===== src/fsr_pkg.sv =====
// Shared constants and carriers for the fail-safe start-up and release block
package fsr_pkg;
	localparam logic [15:0] FSR_RELEASE_WORD = 16'hB2A5;
	localparam logic [15:0] FSR_ANSWER_DEFAULT = 16'h5AB2;
	localparam logic [6:0] FSR_ADDR_DBG_MAIN = 7'h20;
	localparam logic [6:0] FSR_ADDR_DBG_FS = 7'h21;
	localparam logic [3:0] FSR_WIN_DISABLED = 4'h0;
	localparam logic [1:0] FSR_PAIR_MODE = 2'h1;
	localparam logic [2:0] FSR_GOOD_NEEDED = 3'h7;
	localparam logic [1:0] FSR_MAX_PROGRAMS = 2'h3;
	localparam logic [2:0] FSR_ERR_RESET = 3'h1;
	localparam int FSR_WIN_LSB = 0;

	typedef enum logic [3:0] {
		FSR_ST_IDLE = 4'b0001,
		FSR_ST_NOSTART = 4'b0010,
		FSR_ST_INIT = 4'b0100,
		FSR_ST_RUN = 4'b1000
	} fsr_state_t;

	// One configuration image, from mirrors or fuses
	typedef struct packed {
		logic wd_enabled;
		logic [6:0] i2c_addr;
		logic [6:0] i2c_addr_fs;
	} fsr_cfg_t;

	// Safety-input configuration fields
	typedef struct packed {
		logic [1:0] pair_cfg;
		logic pair_pol;
	} fsr_fault_cfg_t;
endpackage


===== src/fsr_failsafe_release.sv =====
// Fail-safe start-up selection, watchdog gating and safe-state output release
// Notes on behaviour
// - At start-up the configuration is loaded from the mirror image when host writes filled it, else straight from the fuses.
// - Host-filled mirrors win, else programmed fuses, else the device refuses to start.
// - The regulator enable output is held off while in debug mode.
// - Before the first good watchdog answer the watchdog is stopped and regulators are not kept alive.
// - The safe-state output stays asserted at least until the host writes 1 to the debug-leave bit.
// - The fault error counter returns to zero only after seven consecutive good answers.
// - A zero window-period field disables the watchdog.
// - Fault-pair configuration value one with polarity bit 0 monitors the two fault inputs as a complementary pair.
// - With polarity bit 1 a low level on either fault input is a fault.
// - Writing the secure word to the release register releases the safe-state output high.
// - Release through the register works only when the fuse configuration enables the watchdog.
// - With the debug pin high the main logic answers 0x20 and the fail-safe logic 0x21.
// - A new address written to the mirror applies only once the debug pin has returned low.
// - In normal mode the address comes from the fuse configuration until a mirror address has been written.
// - The fuse configuration may be programmed at most three times.
module fsr_failsafe_release #(
	parameter int FAULT_CNT_W = 3
) (
	input wire logic core_clk,
	input wire logic srst,
	input wire logic start_req,
	input wire logic debug_pin,
	input wire logic mirror_filled,
	input wire fsr_pkg::fsr_cfg_t mirror_cfg,
	input wire logic fuse_programmed,
	input wire fsr_pkg::fsr_cfg_t fuse_cfg,
	input wire logic mirror_addr_wr,
	input wire logic [6:0] mirror_addr_data,
	input wire logic answer_wr,
	input wire logic [15:0] watchdog_answer_word,
	input wire logic [15:0] expected_answer,
	input wire logic window_wr,
	input wire logic [15:0] watchdog_window_config,
	input wire logic input_cfg_wr,
	input wire fsr_pkg::fsr_fault_cfg_t safety_input_config,
	input wire logic state_wr,
	input wire logic debug_leave_bit,
	input wire logic release_wr,
	input wire logic [15:0] safe_output_release_reg,
	input wire logic fault_input_one,
	input wire logic fault_input_two,
	input wire logic fault_event,
	input wire logic program_req,
	output logic safe_state_output,
	output logic regulators_en,
	output logic keep_alive,
	output logic watchdog_running,
	output logic started,
	output logic start_refused,
	output logic init_closed,
	output logic debug_mode,
	output logic [FAULT_CNT_W-1:0] fault_error_counter,
	output logic fault_detected,
	output logic [6:0] i2c_addr_main,
	output logic [6:0] i2c_addr_fs,
	output logic program_grant,
	output logic [1:0] program_count
);
	fsr_pkg::fsr_state_t state_reg, state_next;
	fsr_pkg::fsr_cfg_t cfg_reg, cfg_next;
	fsr_pkg::fsr_fault_cfg_t fcfg_reg, fcfg_next;
	logic dbg_reg, dbg_next;
	logic release_reg, release_next;
	logic [3:0] win_reg, win_next;
	logic [2:0] streak_reg, streak_next;
	logic [FAULT_CNT_W-1:0] ferr_reg, ferr_next;
	logic [6:0] pend_addr_reg, pend_addr_next;
	logic pend_reg, pend_next;
	logic [6:0] addr_main_reg, addr_main_next;
	logic [6:0] addr_fs_reg, addr_fs_next;
	logic fault_reg, fault_next;
	logic [1:0] prog_cnt_reg, prog_cnt_next;
	logic grant_reg, grant_next;
	logic debug_pin_d_reg;
	logic good_answer;
	logic pair_fault;

	assign good_answer = answer_wr && (watchdog_answer_word == expected_answer);

	always_comb begin
		pair_fault = 1'b0;
		if (fcfg_reg.pair_cfg == fsr_pkg::FSR_PAIR_MODE) begin
			if (fcfg_reg.pair_pol) begin
				pair_fault = !fault_input_one || !fault_input_two;
			end else begin
				pair_fault = fault_input_one == fault_input_two;
			end
		end
	end

	always_comb begin
		state_next = state_reg;
		cfg_next = cfg_reg;
		fcfg_next = fcfg_reg;
		dbg_next = dbg_reg;
		release_next = release_reg;
		win_next = win_reg;
		streak_next = streak_reg;
		ferr_next = ferr_reg;
		pend_addr_next = pend_addr_reg;
		pend_next = pend_reg;
		addr_main_next = addr_main_reg;
		addr_fs_next = addr_fs_reg;
		fault_next = pair_fault;
		prog_cnt_next = prog_cnt_reg;
		grant_next = 1'b0;
		case (state_reg)
			fsr_pkg::FSR_ST_IDLE: begin
				if (start_req) begin
					if (mirror_filled) begin
						cfg_next = mirror_cfg;
						state_next = fsr_pkg::FSR_ST_INIT;
					end else if (fuse_programmed) begin
						cfg_next = fuse_cfg;
						state_next = fsr_pkg::FSR_ST_INIT;
					end else begin
						state_next = fsr_pkg::FSR_ST_NOSTART;
					end
				end
			end
			fsr_pkg::FSR_ST_NOSTART: begin
				// Stays refused until a reset retries selection
				state_next = fsr_pkg::FSR_ST_NOSTART;
			end
			fsr_pkg::FSR_ST_INIT: begin
				if (good_answer) begin
					state_next = fsr_pkg::FSR_ST_RUN;
				end
			end
			fsr_pkg::FSR_ST_RUN: begin
				state_next = fsr_pkg::FSR_ST_RUN;
			end
			default: begin
				state_next = fsr_pkg::FSR_ST_IDLE;
			end
		endcase
		if (window_wr) begin
			win_next = watchdog_window_config[fsr_pkg::FSR_WIN_LSB +: 4];
		end
		if (input_cfg_wr) begin
			fcfg_next = safety_input_config;
		end
		if (state_wr && debug_leave_bit) begin
			dbg_next = 1'b0;
		end
		// Streak only counts after initialization; wrong answer breaks it
		if (answer_wr && state_reg == fsr_pkg::FSR_ST_RUN) begin
			if (good_answer) begin
				if (streak_reg == fsr_pkg::FSR_GOOD_NEEDED - 3'h1) begin
					streak_next = 3'h0;
					ferr_next = '0;
				end else begin
					streak_next = streak_reg + 3'h1;
				end
			end else begin
				streak_next = 3'h0;
				if (ferr_reg != '1) begin
					ferr_next = ferr_reg + FAULT_CNT_W'(1);
				end
			end
		end
		// Fault event wins over the clearing streak so no error is lost
		if (fault_event || pair_fault) begin
			if (ferr_reg != '1) begin
				ferr_next = ferr_reg + FAULT_CNT_W'(1);
			end else begin
				ferr_next = ferr_reg;
			end
		end
		if (release_wr && safe_output_release_reg == fsr_pkg::FSR_RELEASE_WORD
			&& fuse_cfg.wd_enabled && fuse_programmed
			&& !dbg_reg && ferr_reg == '0 && state_reg == fsr_pkg::FSR_ST_RUN) begin
			release_next = 1'b1;
		end
		if (dbg_reg || ferr_next != '0 || fault_event || pair_fault) begin
			release_next = 1'b0;
		end
		if (mirror_addr_wr) begin
			pend_addr_next = mirror_addr_data;
			pend_next = 1'b1;
		end
		if (debug_pin) begin
			addr_main_next = fsr_pkg::FSR_ADDR_DBG_MAIN;
			addr_fs_next = fsr_pkg::FSR_ADDR_DBG_FS;
		end else if (debug_pin_d_reg && pend_reg) begin
			addr_main_next = pend_addr_reg;
			// Pending stays set so the fuse address never overrides a mirror address
			addr_fs_next = pend_addr_reg + 7'h01;
		end else if (!pend_reg && fuse_programmed && !debug_pin_d_reg) begin
			addr_main_next = fuse_cfg.i2c_addr;
			addr_fs_next = fuse_cfg.i2c_addr_fs;
		end
		if (program_req && prog_cnt_reg < fsr_pkg::FSR_MAX_PROGRAMS) begin
			prog_cnt_next = prog_cnt_reg + 2'h1;
			grant_next = 1'b1;
		end
	end

	always_ff @(posedge core_clk) begin
		if (srst) begin
			state_reg <= fsr_pkg::FSR_ST_IDLE;
			cfg_reg <= '0;
			fcfg_reg <= '0;
			dbg_reg <= 1'b1;
			release_reg <= 1'b0;
			win_reg <= 4'h0;
			streak_reg <= 3'h0;
			ferr_reg <= FAULT_CNT_W'(fsr_pkg::FSR_ERR_RESET);
			pend_addr_reg <= 7'h00;
			pend_reg <= 1'b0;
			addr_main_reg <= fsr_pkg::FSR_ADDR_DBG_MAIN;
			addr_fs_reg <= fsr_pkg::FSR_ADDR_DBG_FS;
			fault_reg <= 1'b0;
			prog_cnt_reg <= 2'h0;
			grant_reg <= 1'b0;
			debug_pin_d_reg <= 1'b0;
		end else begin
			state_reg <= state_next;
			cfg_reg <= cfg_next;
			fcfg_reg <= fcfg_next;
			dbg_reg <= dbg_next;
			release_reg <= release_next;
			win_reg <= win_next;
			streak_reg <= streak_next;
			ferr_reg <= ferr_next;
			pend_addr_reg <= pend_addr_next;
			pend_reg <= pend_next;
			addr_main_reg <= addr_main_next;
			addr_fs_reg <= addr_fs_next;
			fault_reg <= fault_next;
			prog_cnt_reg <= prog_cnt_next;
			grant_reg <= grant_next;
			debug_pin_d_reg <= debug_pin;
		end
	end

	// Output flops
	always_ff @(posedge core_clk) begin
		if (srst) begin
			safe_state_output <= 1'b0;
			regulators_en <= 1'b0;
			keep_alive <= 1'b0;
			watchdog_running <= 1'b0;
			started <= 1'b0;
			start_refused <= 1'b0;
			init_closed <= 1'b0;
			debug_mode <= 1'b1;
		end else begin
			safe_state_output <= release_next;
			regulators_en <= !dbg_next && state_next != fsr_pkg::FSR_ST_IDLE
				&& state_next != fsr_pkg::FSR_ST_NOSTART;
			keep_alive <= state_next == fsr_pkg::FSR_ST_RUN;
			watchdog_running <= state_next == fsr_pkg::FSR_ST_RUN
				&& win_next != fsr_pkg::FSR_WIN_DISABLED;
			started <= state_next == fsr_pkg::FSR_ST_INIT || state_next == fsr_pkg::FSR_ST_RUN;
			start_refused <= state_next == fsr_pkg::FSR_ST_NOSTART;
			init_closed <= state_next == fsr_pkg::FSR_ST_RUN;
			debug_mode <= dbg_next;
		end
	end

	assign fault_error_counter = ferr_reg;
	assign fault_detected = fault_reg;
	assign i2c_addr_main = addr_main_reg;
	assign i2c_addr_fs = addr_fs_reg;
	assign program_grant = grant_reg;
	assign program_count = prog_cnt_reg;
endmodule


===== config.mk =====
export PLATFORM = sky130hd
export DESIGN_NAME = fsr_failsafe_release
export DESIGN_NICKNAME = d
export VERILOG_FILES = /design/src/fsr_pkg.sv /design/src/fsr_failsafe_release.sv
export SDC_FILE = /design/constraint.sdc
export NUM_CORES = 1
export LEC_CHECK = 0
export ABC_CLOCK_PERIOD_IN_PS = 5200
export BUFFER_PORTS_ARGS = -buffer_cell sky130_fd_sc_hd__buf_2
export CAP_MARGIN = 20
export CORE_MARGIN = 3
export CORE_UTILIZATION = 48
export CTS_CLUSTER_SIZE = 25
export DETAILED_ROUTE_END_ITERATION = 10
export HOLD_SLACK_MARGIN = 0.06
export PLACE_DENSITY = 0.95
export SLEW_MARGIN = 10
export SYNTH_ARGS = -nofsm -noshare
export SYNTH_HDL_FRONTEND = slang
export SYNTH_SLANG_ARGS = --single-unit

===== constraint.sdc =====
create_clock -name core_clk -period 5.2 [get_ports core_clk]
set_input_delay 0.52 -clock core_clk [delete_from_list [all_inputs] [get_ports core_clk]]
set_output_delay 0.52 -clock core_clk [all_outputs]
set_load 0.1 [all_outputs]

# ---- After elaboration in Yosys (flattened, before gate mapping)
# Index checks and enable logic that the tools add are counted.
dict set report totals {
  regBits 51
  wordCells 96
  input_bits 121
  output_inout_bits 29
}
dict set report op_classes {
  eq_ne 15
  muxes 21
  addsub 4
  reduce_logical 34
  n_lt_le_gt_ge 1
}
# op count
set op_table {}
lappend op_table {{7-bit two-way mux} 4}
lappend op_table {{3-bit two-way mux} 9}
lappend op_table {{16-bit == test} 1}
lappend op_table {{16-bit == test, second input constant} 1}
lappend op_table {{1-bit logical AND} 16}
lappend op_table {{4-bit case mux with 4 select lines} 1}
lappend op_table {{4-bit two-way mux} 3}
lappend op_table {{4-bit by 2-bit == test with 1-bit output, second input constant} 2}
lappend op_table {{4-bit by 3-bit == test with 1-bit output, second input constant} 2}
lappend op_table {{4-bit == test, second input constant} 2}
lappend op_table {{7-bit by 1-bit adder with 7-bit output, second input constant} 1}
lappend op_table {{3-bit by 1-bit adder with 3-bit output, second input constant} 2}
lappend op_table {{1-bit zero test} 6}
lappend op_table {{1-bit logical OR} 6}
lappend op_table {{4-bit by 1-bit == test with 1-bit output, second input constant} 1}
lappend op_table {{1-bit two-way mux} 4}
lappend op_table {{4-bit by 1-bit != test with 1-bit output, second input constant} 1}
lappend op_table {{4-bit by 2-bit != test with 1-bit output, second input constant} 1}
lappend op_table {{4-bit nonzero test} 1}
lappend op_table {{2-bit OR reduction} 2}
lappend op_table {{3-bit == test, second input constant} 1}
lappend op_table {{3-bit zero test} 1}
lappend op_table {{3-bit != test, second input constant} 1}
lappend op_table {{3-bit nonzero test} 1}
lappend op_table {{5 further kinds} 5}

# ---- Depth between registers and ports, before layout
# Gate-level depths: netlist of run 1.
dict set report logic_depth {
  depth_word 11
  mapped_depth 9
  depth_no_buf 9
}

# ---- Worst setup path before layout of run 1
# No wires, ideal clock.
dict set report synth_timing {
  path_kind {reg-to-reg}
  from {register ferr_reg[1], in the netlist fault_error_counter[1]}
  to {register safe_state_output}
  setup_slack_ns 2.869
  setup_ns 0.138
  stages_incl_launch_ff 8
  synth_period_minus_slack_ns 2.331
  arrival_time_ns 2.192
  t_required_ns 5.062
  path_cell_list {dfxtp_1 -> ha_1 -> nand2_1 -> nand3b_1 -> nand2b_1 -> o311ai_2 -> a311oi_1 -> a2111oi_2}
}
dict set report synth_between {
  elab_chain_cells 10
}
# item line_no
set synth_rtl {}
lappend synth_rtl {{from (decl)} fsr_failsafe_release.sv:68} ;# logic [FAULT_CNT_W-1:0] ferr_reg, ferr_next;
lappend synth_rtl {{from (signal assigned)} fsr_failsafe_release.sv:210} ;# ferr_reg <= FAULT_CNT_W'(fsr_pkg::FSR_ERR_RESET);
lappend synth_rtl {{from (signal assigned)} fsr_failsafe_release.sv:227} ;# ferr_reg <= ferr_next;
lappend synth_rtl {{3-bit by 1-bit adder with 3-bit output / 3-bit != test (equally long branches)} --}
lappend synth_rtl {{3-bit two-way mux} {fsr_failsafe_release.sv:159, fsr_failsafe_release.sv:166}}
lappend synth_rtl {{3-bit two-way mux} fsr_failsafe_release.sv:150} ;# if (good_answer) begin
lappend synth_rtl {{3-bit two-way mux} fsr_failsafe_release.sv:149} ;# if (answer_wr && state_reg == fsr_pkg::FSR_ST_RUN) begin
lappend synth_rtl {{3-bit two-way mux} fsr_failsafe_release.sv:165} ;# if (fault_event || pair_fault) begin
lappend synth_rtl {{3-bit nonzero test} fsr_failsafe_release.sv:177} ;# if (dbg_reg || ferr_next != '0 || fault_event || pair_fault) begin
lappend synth_rtl {{1-bit logical OR (3 in series)} fsr_failsafe_release.sv:177}
lappend synth_rtl {{2-bit OR reduction (no source line)} --}
lappend synth_rtl {{to (signal assigned)} fsr_failsafe_release.sv:251} ;# safe_state_output <= release_next;
lappend synth_rtl {{to (decl)} fsr_failsafe_release.sv:46} ;# output logic safe_state_output,
# Several ways; a longest one is shown, not always the timed one.
# A chain may end at the register's enable or synchronous reset.

# ---- Worst setup path in the final report of run 1
dict set report layout_timing {
  from {input expected_answer[10]}
  to {register safe_state_output}
}
dict set report layout_between {
  elab_chain_cells 10
}
# item line_no
set layout_rtl {}
lappend layout_rtl {{from (decl)} fsr_failsafe_release.sv:33} ;# input wire logic [15:0] expected_answer,
lappend layout_rtl {{16-bit == test} fsr_failsafe_release.sv:80} ;# assign good_answer = answer_wr && (watchdog_answer_word == expected_answer);
lappend layout_rtl {{1-bit logical AND} fsr_failsafe_release.sv:80}
lappend layout_rtl {{3-bit two-way mux} fsr_failsafe_release.sv:150}
lappend layout_rtl {{3-bit two-way mux} fsr_failsafe_release.sv:149}
lappend layout_rtl {{3-bit two-way mux} fsr_failsafe_release.sv:165}
lappend layout_rtl {{3-bit nonzero test} fsr_failsafe_release.sv:177}
lappend layout_rtl {{1-bit logical OR (3 in series)} fsr_failsafe_release.sv:177}
lappend layout_rtl {{2-bit OR reduction (no source line)} --}
# Every way passes these cells.

==> results of run 1 <==
==> area by class of cell <==
| class | instances | area [um2] |
|---|---|---|
| multi-input cells | 220 | 1540 |
| fillers | 442 | 1810 |
| clock inverters | 2 | 60.1 |
| repair buffers | 122 | 611 |
| inverters | 2 | 7.51 |
| well taps | 70 | 87.6 |
| clock buffers | 6 | 72.6 |
| flip-flops and latches | 51 | 1020 |
==> placed cells by master (no fill, tap or decap), types with 3 or more instances in the layout <==
| cell | n |
|---|---|
| buf_2 | 122 |
| dfxtp_1 | 51 |
| nor2_1 | 43 |
| nand2_1 | 27 |
| mux2i_1 | 17 |
| xor2_1 | 11 |
| nand3_1 | 8 |
| a21o_1 | 7 |
| nand2b_1 | 6 |
| nor3_1 | 6 |
| o21ai_0 | 6 |
| a21oi_1 | 6 |
| xnor2_1 | 6 |
| a311oi_1 | 6 |
| nor4_1 | 5 |
| ha_1 | 5 |
| clkbuf_8 | 5 |
| xnor2_2 | 4 |
| o221ai_1 | 4 |
| nor2b_1 | 4 |
| nand2_2 | 3 |
| nand4_1 | 3 |
| and3_1 | 3 |
| nand3b_1 | 3 |
| nor4bb_1 | 3 |
| a31oi_1 | 3 |
==> how the worst max path moves through the flow <==
stage / from / endpoint / slack, ns / cells after the start
final: expected_answer[10] / safe_state_output$_SDFFE_PP0P_ / 3.19 / 8
after global routing: expected_answer[14] / safe_state_output$_SDFFE_PP0P_ / 3.07 / 8
after CTS: expected_answer[10] / safe_state_output$_SDFFE_PP0P_ / 3.20 / 8
after detailed placement: expected_answer[10] / safe_state_output$_SDFFE_PP0P_ / 2.88 / 8
after global placement: expected_answer[10] / safe_state_output$_SDFFE_PP0P_ / 2.94 / 8
after floorplan: fault_error_counter[1]$_SDFF_PP0_ / safe_state_output$_SDFFE_PP0P_ / 2.87 / 7
==> synth_stat cells, drive strengths merged, types with 5 or more instances <==
cell type and number:
a21o 7, a21oi 6, a311oi 6, clkbuf 10
dfxtp 51, ha 5, mux2i 17, nand2 30
nand2b 6, nand3 8, nor2 44, nor3 6
nor4 5, o21ai 6, xnor2 10, xor2 12
==> report_power, final <==
| group | switching [mW] | leakage, nW | internal, mW |
|---|---|---|---|
| sequential | 0.0193 | 0.418 | 0.410 |
| clock | 0.127 | 0.0654 | 0.192 |
| combinational | 0.151 | 1.11 | 0.0764 |
==> worst max-delay path, cell delays in order <==
cell       delay, ns
buf_2           0.10
xor2_1          0.16
nor4_1          0.27
and3_2          0.28
nand2_2         0.12
a21o_1          0.18
a21o_1          0.19
a2111oi_2       0.36
==> metrics by stage <==
step	setup WS (ns)	utilization (%)	total power, mW	cells
after floorplan	2.87	-	0.598	286
after global placement	2.94	62.7	0.658	465
after detailed placement	2.88	62.7	0.666	465
after CTS	3.20	65.3	0.984	473
after global routing	3.07	65.3	1.02	473
final	3.19	65.3	0.976	473
==> layer usage <==
metal  GRT usage [%]  vias up  share of wire (%)
met5               0        -                  0
met4            6.08        0                1.0
met3            3.84        6                6.1
met2            37.3       86                 52
met1            26.2     1160                 41
li1                -     1261                  -
==> kinds of logic (layout without fill, tap and decap cells) <==
kind of cell | after synthesis | in the layout | share of synthesized area, %
xor gates and xnor gates | 22 | 22 | 8.75
adders and majority gates | 5 | 5 | 2.38
AOI/OAI and AO/OA | 45 | 45 | 14.0
DFF | 51 | 51 | 38.8
buffers and inverters | 15 | 132 | 2.71
and+or+nand+nor | 131 | 131 | 26.9
muxes | 17 | 17 | 6.47
==> metrics.csv, run 1 <==
metric;value;unit
status;finished clean;
clock slew at reported path FFs;0.09;ns
Tcrit/Tclk final;38.7;%
min Tclk post-route;2.01;ns
Cell variety after synth;59;
initial antenna violation count;0;
via-per-instance ratio;5.31;
Post-synth EDFFs;0;
HP Class;in2reg;
# Post-CTS Setup Buffers;0;
average wire per standard cell;14.3;um
final net count;528;
highest attainable clock frequency;497;MHz
PwrDens;287;mW/mm2
largest net degree at the start of global routing;38;
Worst Reg-to-Reg Cells;7;
largest area contributor in the netlist;dfxtp_1;
Reg-to-Reg End;safe_state_output$_SDFFE_PP0P_;
Final HPWL DP;5480;um
RSZ-0062 raised after global routing;false;
max_slew headroom;55.3;%
sequential share of the synthesized area;38.8;%
Post-Layout Inst Area;0.00340;mm2
async set-reset flop share out of synthesis;0;%
Area growth, synth to finish;29.2;%
Hold EP;i2c_addr_main[5]$_SDFFE_PP1P_;
Slew @ Worst Pin;0.670;ns
Setup CP Type;in2reg;
Synth top area share;38.8;%
Clock Sinks;51;
routed vias;2513;
Post-CTS Resized;0;
Required @ worst endpoint;5.39;ns
PortBufs;122;
Post-Syn Instances;286;
total CTS buffers;5;
Die X;80.0;um
DP Area;0.00326;mm2
Max Cap Viol;0;
VDD IR max;239;uV
Final TNS setup;0;ns
HP Start;fuse_cfg[12];
antenna fix cells;0;
Setup-failing EPs final;0;
CTS tree;yes;
nature of the critical path endpoint;register;
CORE AREA;0.00520;mm2
max-slew violations;0;
Fin. Hold Viols;0;
P_leak;1.59;nW
post-cts hold buffer count;0;
syn avg cell area;9.20;um2
worst-path fanout max;7;
H-Tree Level Count;2;
num ports;150;
vias in the first global route;2465;
Hold Crit Depth;2;
gr ovfl total;0;
global-route wire length before repair;11000;um
Clock Tree Root;clkbuf_8;
Initial Util;50.5;%
die area;0.00640;mm2
Reg2Reg Launch Point;state_reg[0]$_SDFF_PP1_;
Mapped Area;0.00263;mm2
Net Count, Synth;412;
CP arrival;2.20;ns
Synth Flop Type;dfxtp_1;
layout cells sized above 1;36.7;%
Startpoint Class;primary input;
#FFs+latches synth;51;
clock latency on the worst-skew pair;0.30;ns
GR Util All Layers;21.2;%
GPL Wtd Cong;0.897;
setup slack, reg-to-reg;3.20;ns
# DRC;0;
clock skew;0.0102;ns
ANT nets after route;0;
final hold slack;0.437;ns
synth warn;0;
clock buffer depth;2;
Iter 0 DRT Violations;113;
DR pass1 iterations;4;
Final Routed Wirelength;6760;um
Site Rows;26;
Die H;80.0;um
largest cells by area after synthesis;dfxtp_1 39%, mux2i_1 6.5%, nor2_1 6.1%;
No activity file was read; power rests on OpenSTA's default activity.
==> run 2, diff against run 1 <==
--- a/config.mk
+++ b/config.mk
@@ -5,15 +5,16 @@
 export SDC_FILE = /design/constraint.sdc
 export NUM_CORES = 1
 export LEC_CHECK = 0
-export ABC_CLOCK_PERIOD_IN_PS = 5200
+export ABC_AREA = 1
+export ABC_CLOCK_PERIOD_IN_PS = 2100
 export BUFFER_PORTS_ARGS = -buffer_cell sky130_fd_sc_hd__buf_2
 export CAP_MARGIN = 20
 export CORE_MARGIN = 3
-export CORE_UTILIZATION = 48
+export CORE_UTILIZATION = 44
 export CTS_CLUSTER_SIZE = 25
 export DETAILED_ROUTE_END_ITERATION = 10
 export HOLD_SLACK_MARGIN = 0.06
-export PLACE_DENSITY = 0.95
+export PLACE_DENSITY = 0.9
 export SLEW_MARGIN = 10
 export SYNTH_ARGS = -nofsm -noshare
 export SYNTH_HDL_FRONTEND = slang
==> constraint.sdc (replaced) <==
create_clock -name core_clk -period 2.1 [get_ports core_clk]
set_input_delay 0.21 -clock core_clk [delete_from_list [all_inputs] [get_ports core_clk]]
set_output_delay 0.21 -clock core_clk [all_outputs]
set_load 0.1 [all_outputs]
==> run 2 against run 1 <==
  * Die area grew 6.0%
  * Sequential power grew 150%
  * Final cell count grew 20%
  * Area after synthesis shrank 2.4%
  * Sequential share of layout area grew 0.20 points
  * Clock power grew 140%
  * Via count grew 8.8%
  * Largest cell class unchanged
  * Highest routed layer unchanged
==> metrics.csv, run 2 <==
metric;value;unit;change
status;finished clean;;
initial antenna violation count;0;;unchanged
clock slew at reported path FFs;0.09;ns;about the same
GPL Wtd Cong;0.802;;-11%
syn avg cell area;6.92;um2;-25%
max-slew violations;0;;unchanged
Setup-failing EPs final;0;;unchanged
Post-synth EDFFs;0;;unchanged
average wire per standard cell;11.6;um;-19%
Inst Count DP;558;;+20%
Tcrit/Tclk final;68.9;%;
Clock Tree Root;clkbuf_8;;
crit path to;i2c_addr_fs[5]$_SDFFE_PP1P_;;
Startpoint Class;register;;
clock latency on the worst-skew pair;0.29;ns;about the same
Fin. Hold Viols;0;;unchanged
Synth Flop Type;dfxtp_1;;
# DRC;0;;unchanged
synth warn;0;;unchanged
clock buffer depth;2;;unchanged
num ports;150;;unchanged
Die X;82.4;um;+3.0%
CP Launch Point;pend_reg$_SDFFE_PP0P_;;
Site Rows;27;;+3.8%
Final Routed Wirelength;6540;um;-3.2%
VDD IR max;502;uV;+110%
largest cells by area after synthesis;dfxtp_1 40%, nand2_1 11%, inv_1 8.5%;;
routed vias;2735;;+8.8%
RSZ-0062 raised after global routing;false;;
setup slack, reg-to-reg;0.65;ns;-2.55 ns
Net Count, Synth;497;;+21%
final non-filler cell total;566;;+20%
largest area contributor in the netlist;dfxtp_1;;
# Post-CTS Setup Buffers;0;;unchanged
DR pass1 iterations;4;;unchanged
Initial Util;46.1;%;-4.5 points
max_slew headroom;67.1;%;+12 points
CORE AREA;0.00557;mm2;+7.1%
Post-Syn Instances;371;;+30%
Required @ worst endpoint;2.27;ns;-3.12 ns
Post-CTS Resized;0;;unchanged
Final HPWL DP;5340;um;-2.5%
most frequent cells after synthesis;77 x nand2_1, 58 x inv_1, 56 x nor2_1, 51 x dfxtp_1, 25 x o21ai_0;;
via-per-instance ratio;4.83;;-9.0%
highest attainable clock frequency;691;MHz;
die area;0.00679;mm2;+6.0%
final net count;619;;+17%
GR Util All Layers;19.3;%;-1.9 points
Synth top area share;39.8;%;+0.95 points
nature of the critical path endpoint;register;;
worst-path fanout max;14;;+7
commonest non-fill, non-tap cells in the layout;122 x buf_2, 77 x nand2_1, 58 x inv_1;;
post-cts hold buffer count;0;;unchanged
Cell variety after synth;31;;-47%
CTS tree;yes;;
Setup CP Type;reg2reg;;
Final TNS setup;0;ns;unchanged
most common cell in the synthesized netlist;nand2_1;;
PortBufs;122;;unchanged
largest net degree at the start of global routing;23;;-39%
P_leak;1.85;nW;+16%
Worst Reg-to-Reg Cells;7;;unchanged
commonest non-fill, non-tap cell in the layout;buf_2;;
Die H;82.4;um;+3.0%
ANT nets after route;0;;unchanged
Area growth, synth to finish;31.4;%;
Slew @ Worst Pin;0.496;ns;-0.174 ns
#FFs+latches synth;51;;unchanged
clock skew;0.00785;ns;-0.00230 ns
H-Tree Level Count;2;;unchanged
gr ovfl total;0;;unchanged
Clock Sinks;51;;unchanged
HP Class;in2reg;;
PwrDens;713;mW/mm2;+150%
fillers;537;;+21%
layout cells sized above 1;30.2;%;-6.6 points
Reg2Reg Launch Point;pend_reg$_SDFFE_PP0P_;;
total CTS buffers;5;;unchanged
vias in the first global route;2588;;+5.0%
Reg-to-Reg End;i2c_addr_fs[5]$_SDFFE_PP1P_;;
min Tclk post-route;1.45;ns;
global-route wire length before repair;10400;um;-4.9%
Max Cap Viol;0;;unchanged
async set-reset flop share out of synthesis;0;%;unchanged
Iter 0 DRT Violations;102;;-9.7%
CP arrival;1.62;ns;-0.58 ns
Mapped Area;0.00257;mm2;-2.4%
antenna fix cells;0;;unchanged
sequential share of the synthesized area;39.8;%;+0.95 points
run 2: cell count changes after synthesis, moves of 6 or more:
cell,previous run,this run
nand2_1,27,77
mux2i_1,17,4
nand2b_1,6,0
a21o_1,7,0
xor2_1,11,3
o21ai_0,6,25
inv_1,2,58
nor2_1,43,56
a21oi_1,6,19
a311oi_1,6,0
run 2: where the power goes:
group / total (mW) / switching, mW / internal, mW
clock network: 0.777 / 0.301 / 0.476
logic: 0.573 / 0.402 / 0.171
registers: 1.06 / 0.0376 / 1.02
run 2: layout make-up:
type | instances | area (um2) | area share (%)
multi-input combinational | 250 | 1280 | 37.8
clock inverter | 2 | 60.1 | 1.78
tap | 72 | 90.1 | 2.67
sequential | 51 | 1020 | 30.3
clock buffer | 6 | 72.6 | 2.15
inverter | 61 | 229 | 6.79
timing repair buffer | 124 | 626 | 18.5
run 2: worst min path at each step:
| stage | startpoint | end | cells past startpoint |
|---|---|---|---|
| finish | debug_pin | debug_pin_d_reg$_SDFF_PP0_ | 3 |
| global route | debug_pin | debug_pin_d_reg$_SDFF_PP0_ | 3 |
| CTS | debug_pin | debug_pin_d_reg$_SDFF_PP0_ | 3 |
| detailed placement | fuse_cfg[0] | i2c_addr_fs[0]$_SDFFE_PP1P_ | 3 |
| global placement | fuse_cfg[0] | i2c_addr_fs[0]$_SDFFE_PP1P_ | 3 |
| floorplan | debug_pin | debug_pin_d_reg$_SDFF_PP0_ | 2 |
run 2: through the flow:
step                      area (um2)  hold WS, ns  setup WS, ns  utilization [%]  power (mW)
after floorplan                 2570        0.317         0.118                -        1.48
after global placement          3240        0.434         0.555             58.2        1.63
after detailed placement        3240        0.439         0.478             58.2        1.65
after CTS                       3370        0.124         0.660             60.5        2.43
after global routing            3370        0.120         0.492             60.5        2.53
final                           3370        0.135         0.653             60.5        2.41
run 2: worst max-delay path: stages, from the launching register on:
cell and delay (ns):
dfxtp_1 0.36, nor2_1 0.06, nand2_1 0.20, inv_1 0.16, nor2_4 0.18, inv_2 0.14
o311ai_0 0.13, nand3_1 0.11
run 2: routing by layer:
layer	vias up	GRT usage, %	part of all wire [%]
met5	-	0	0
met1	1206	22.5	42
met3	10	3.47	6.2
met2	97	35.2	51
li1	1422	-	-
met4	0	6.31	1.4
run 2: kinds of logic (layout without fill, tap and decap cells):
family | after synthesis | in the layout | share of synthesized area (%)
AOI/OAI and AO/OA | 59 | 59 | 13.1
xor gates and xnor gates | 8 | 8 | 2.73
adders and majority gates | 5 | 5 | 2.44
buffers and inverters | 70 | 193 | 10.5
DFF | 51 | 51 | 39.8
muxes | 4 | 4 | 1.56
and+or+nand+nor | 174 | 174 | 29.9
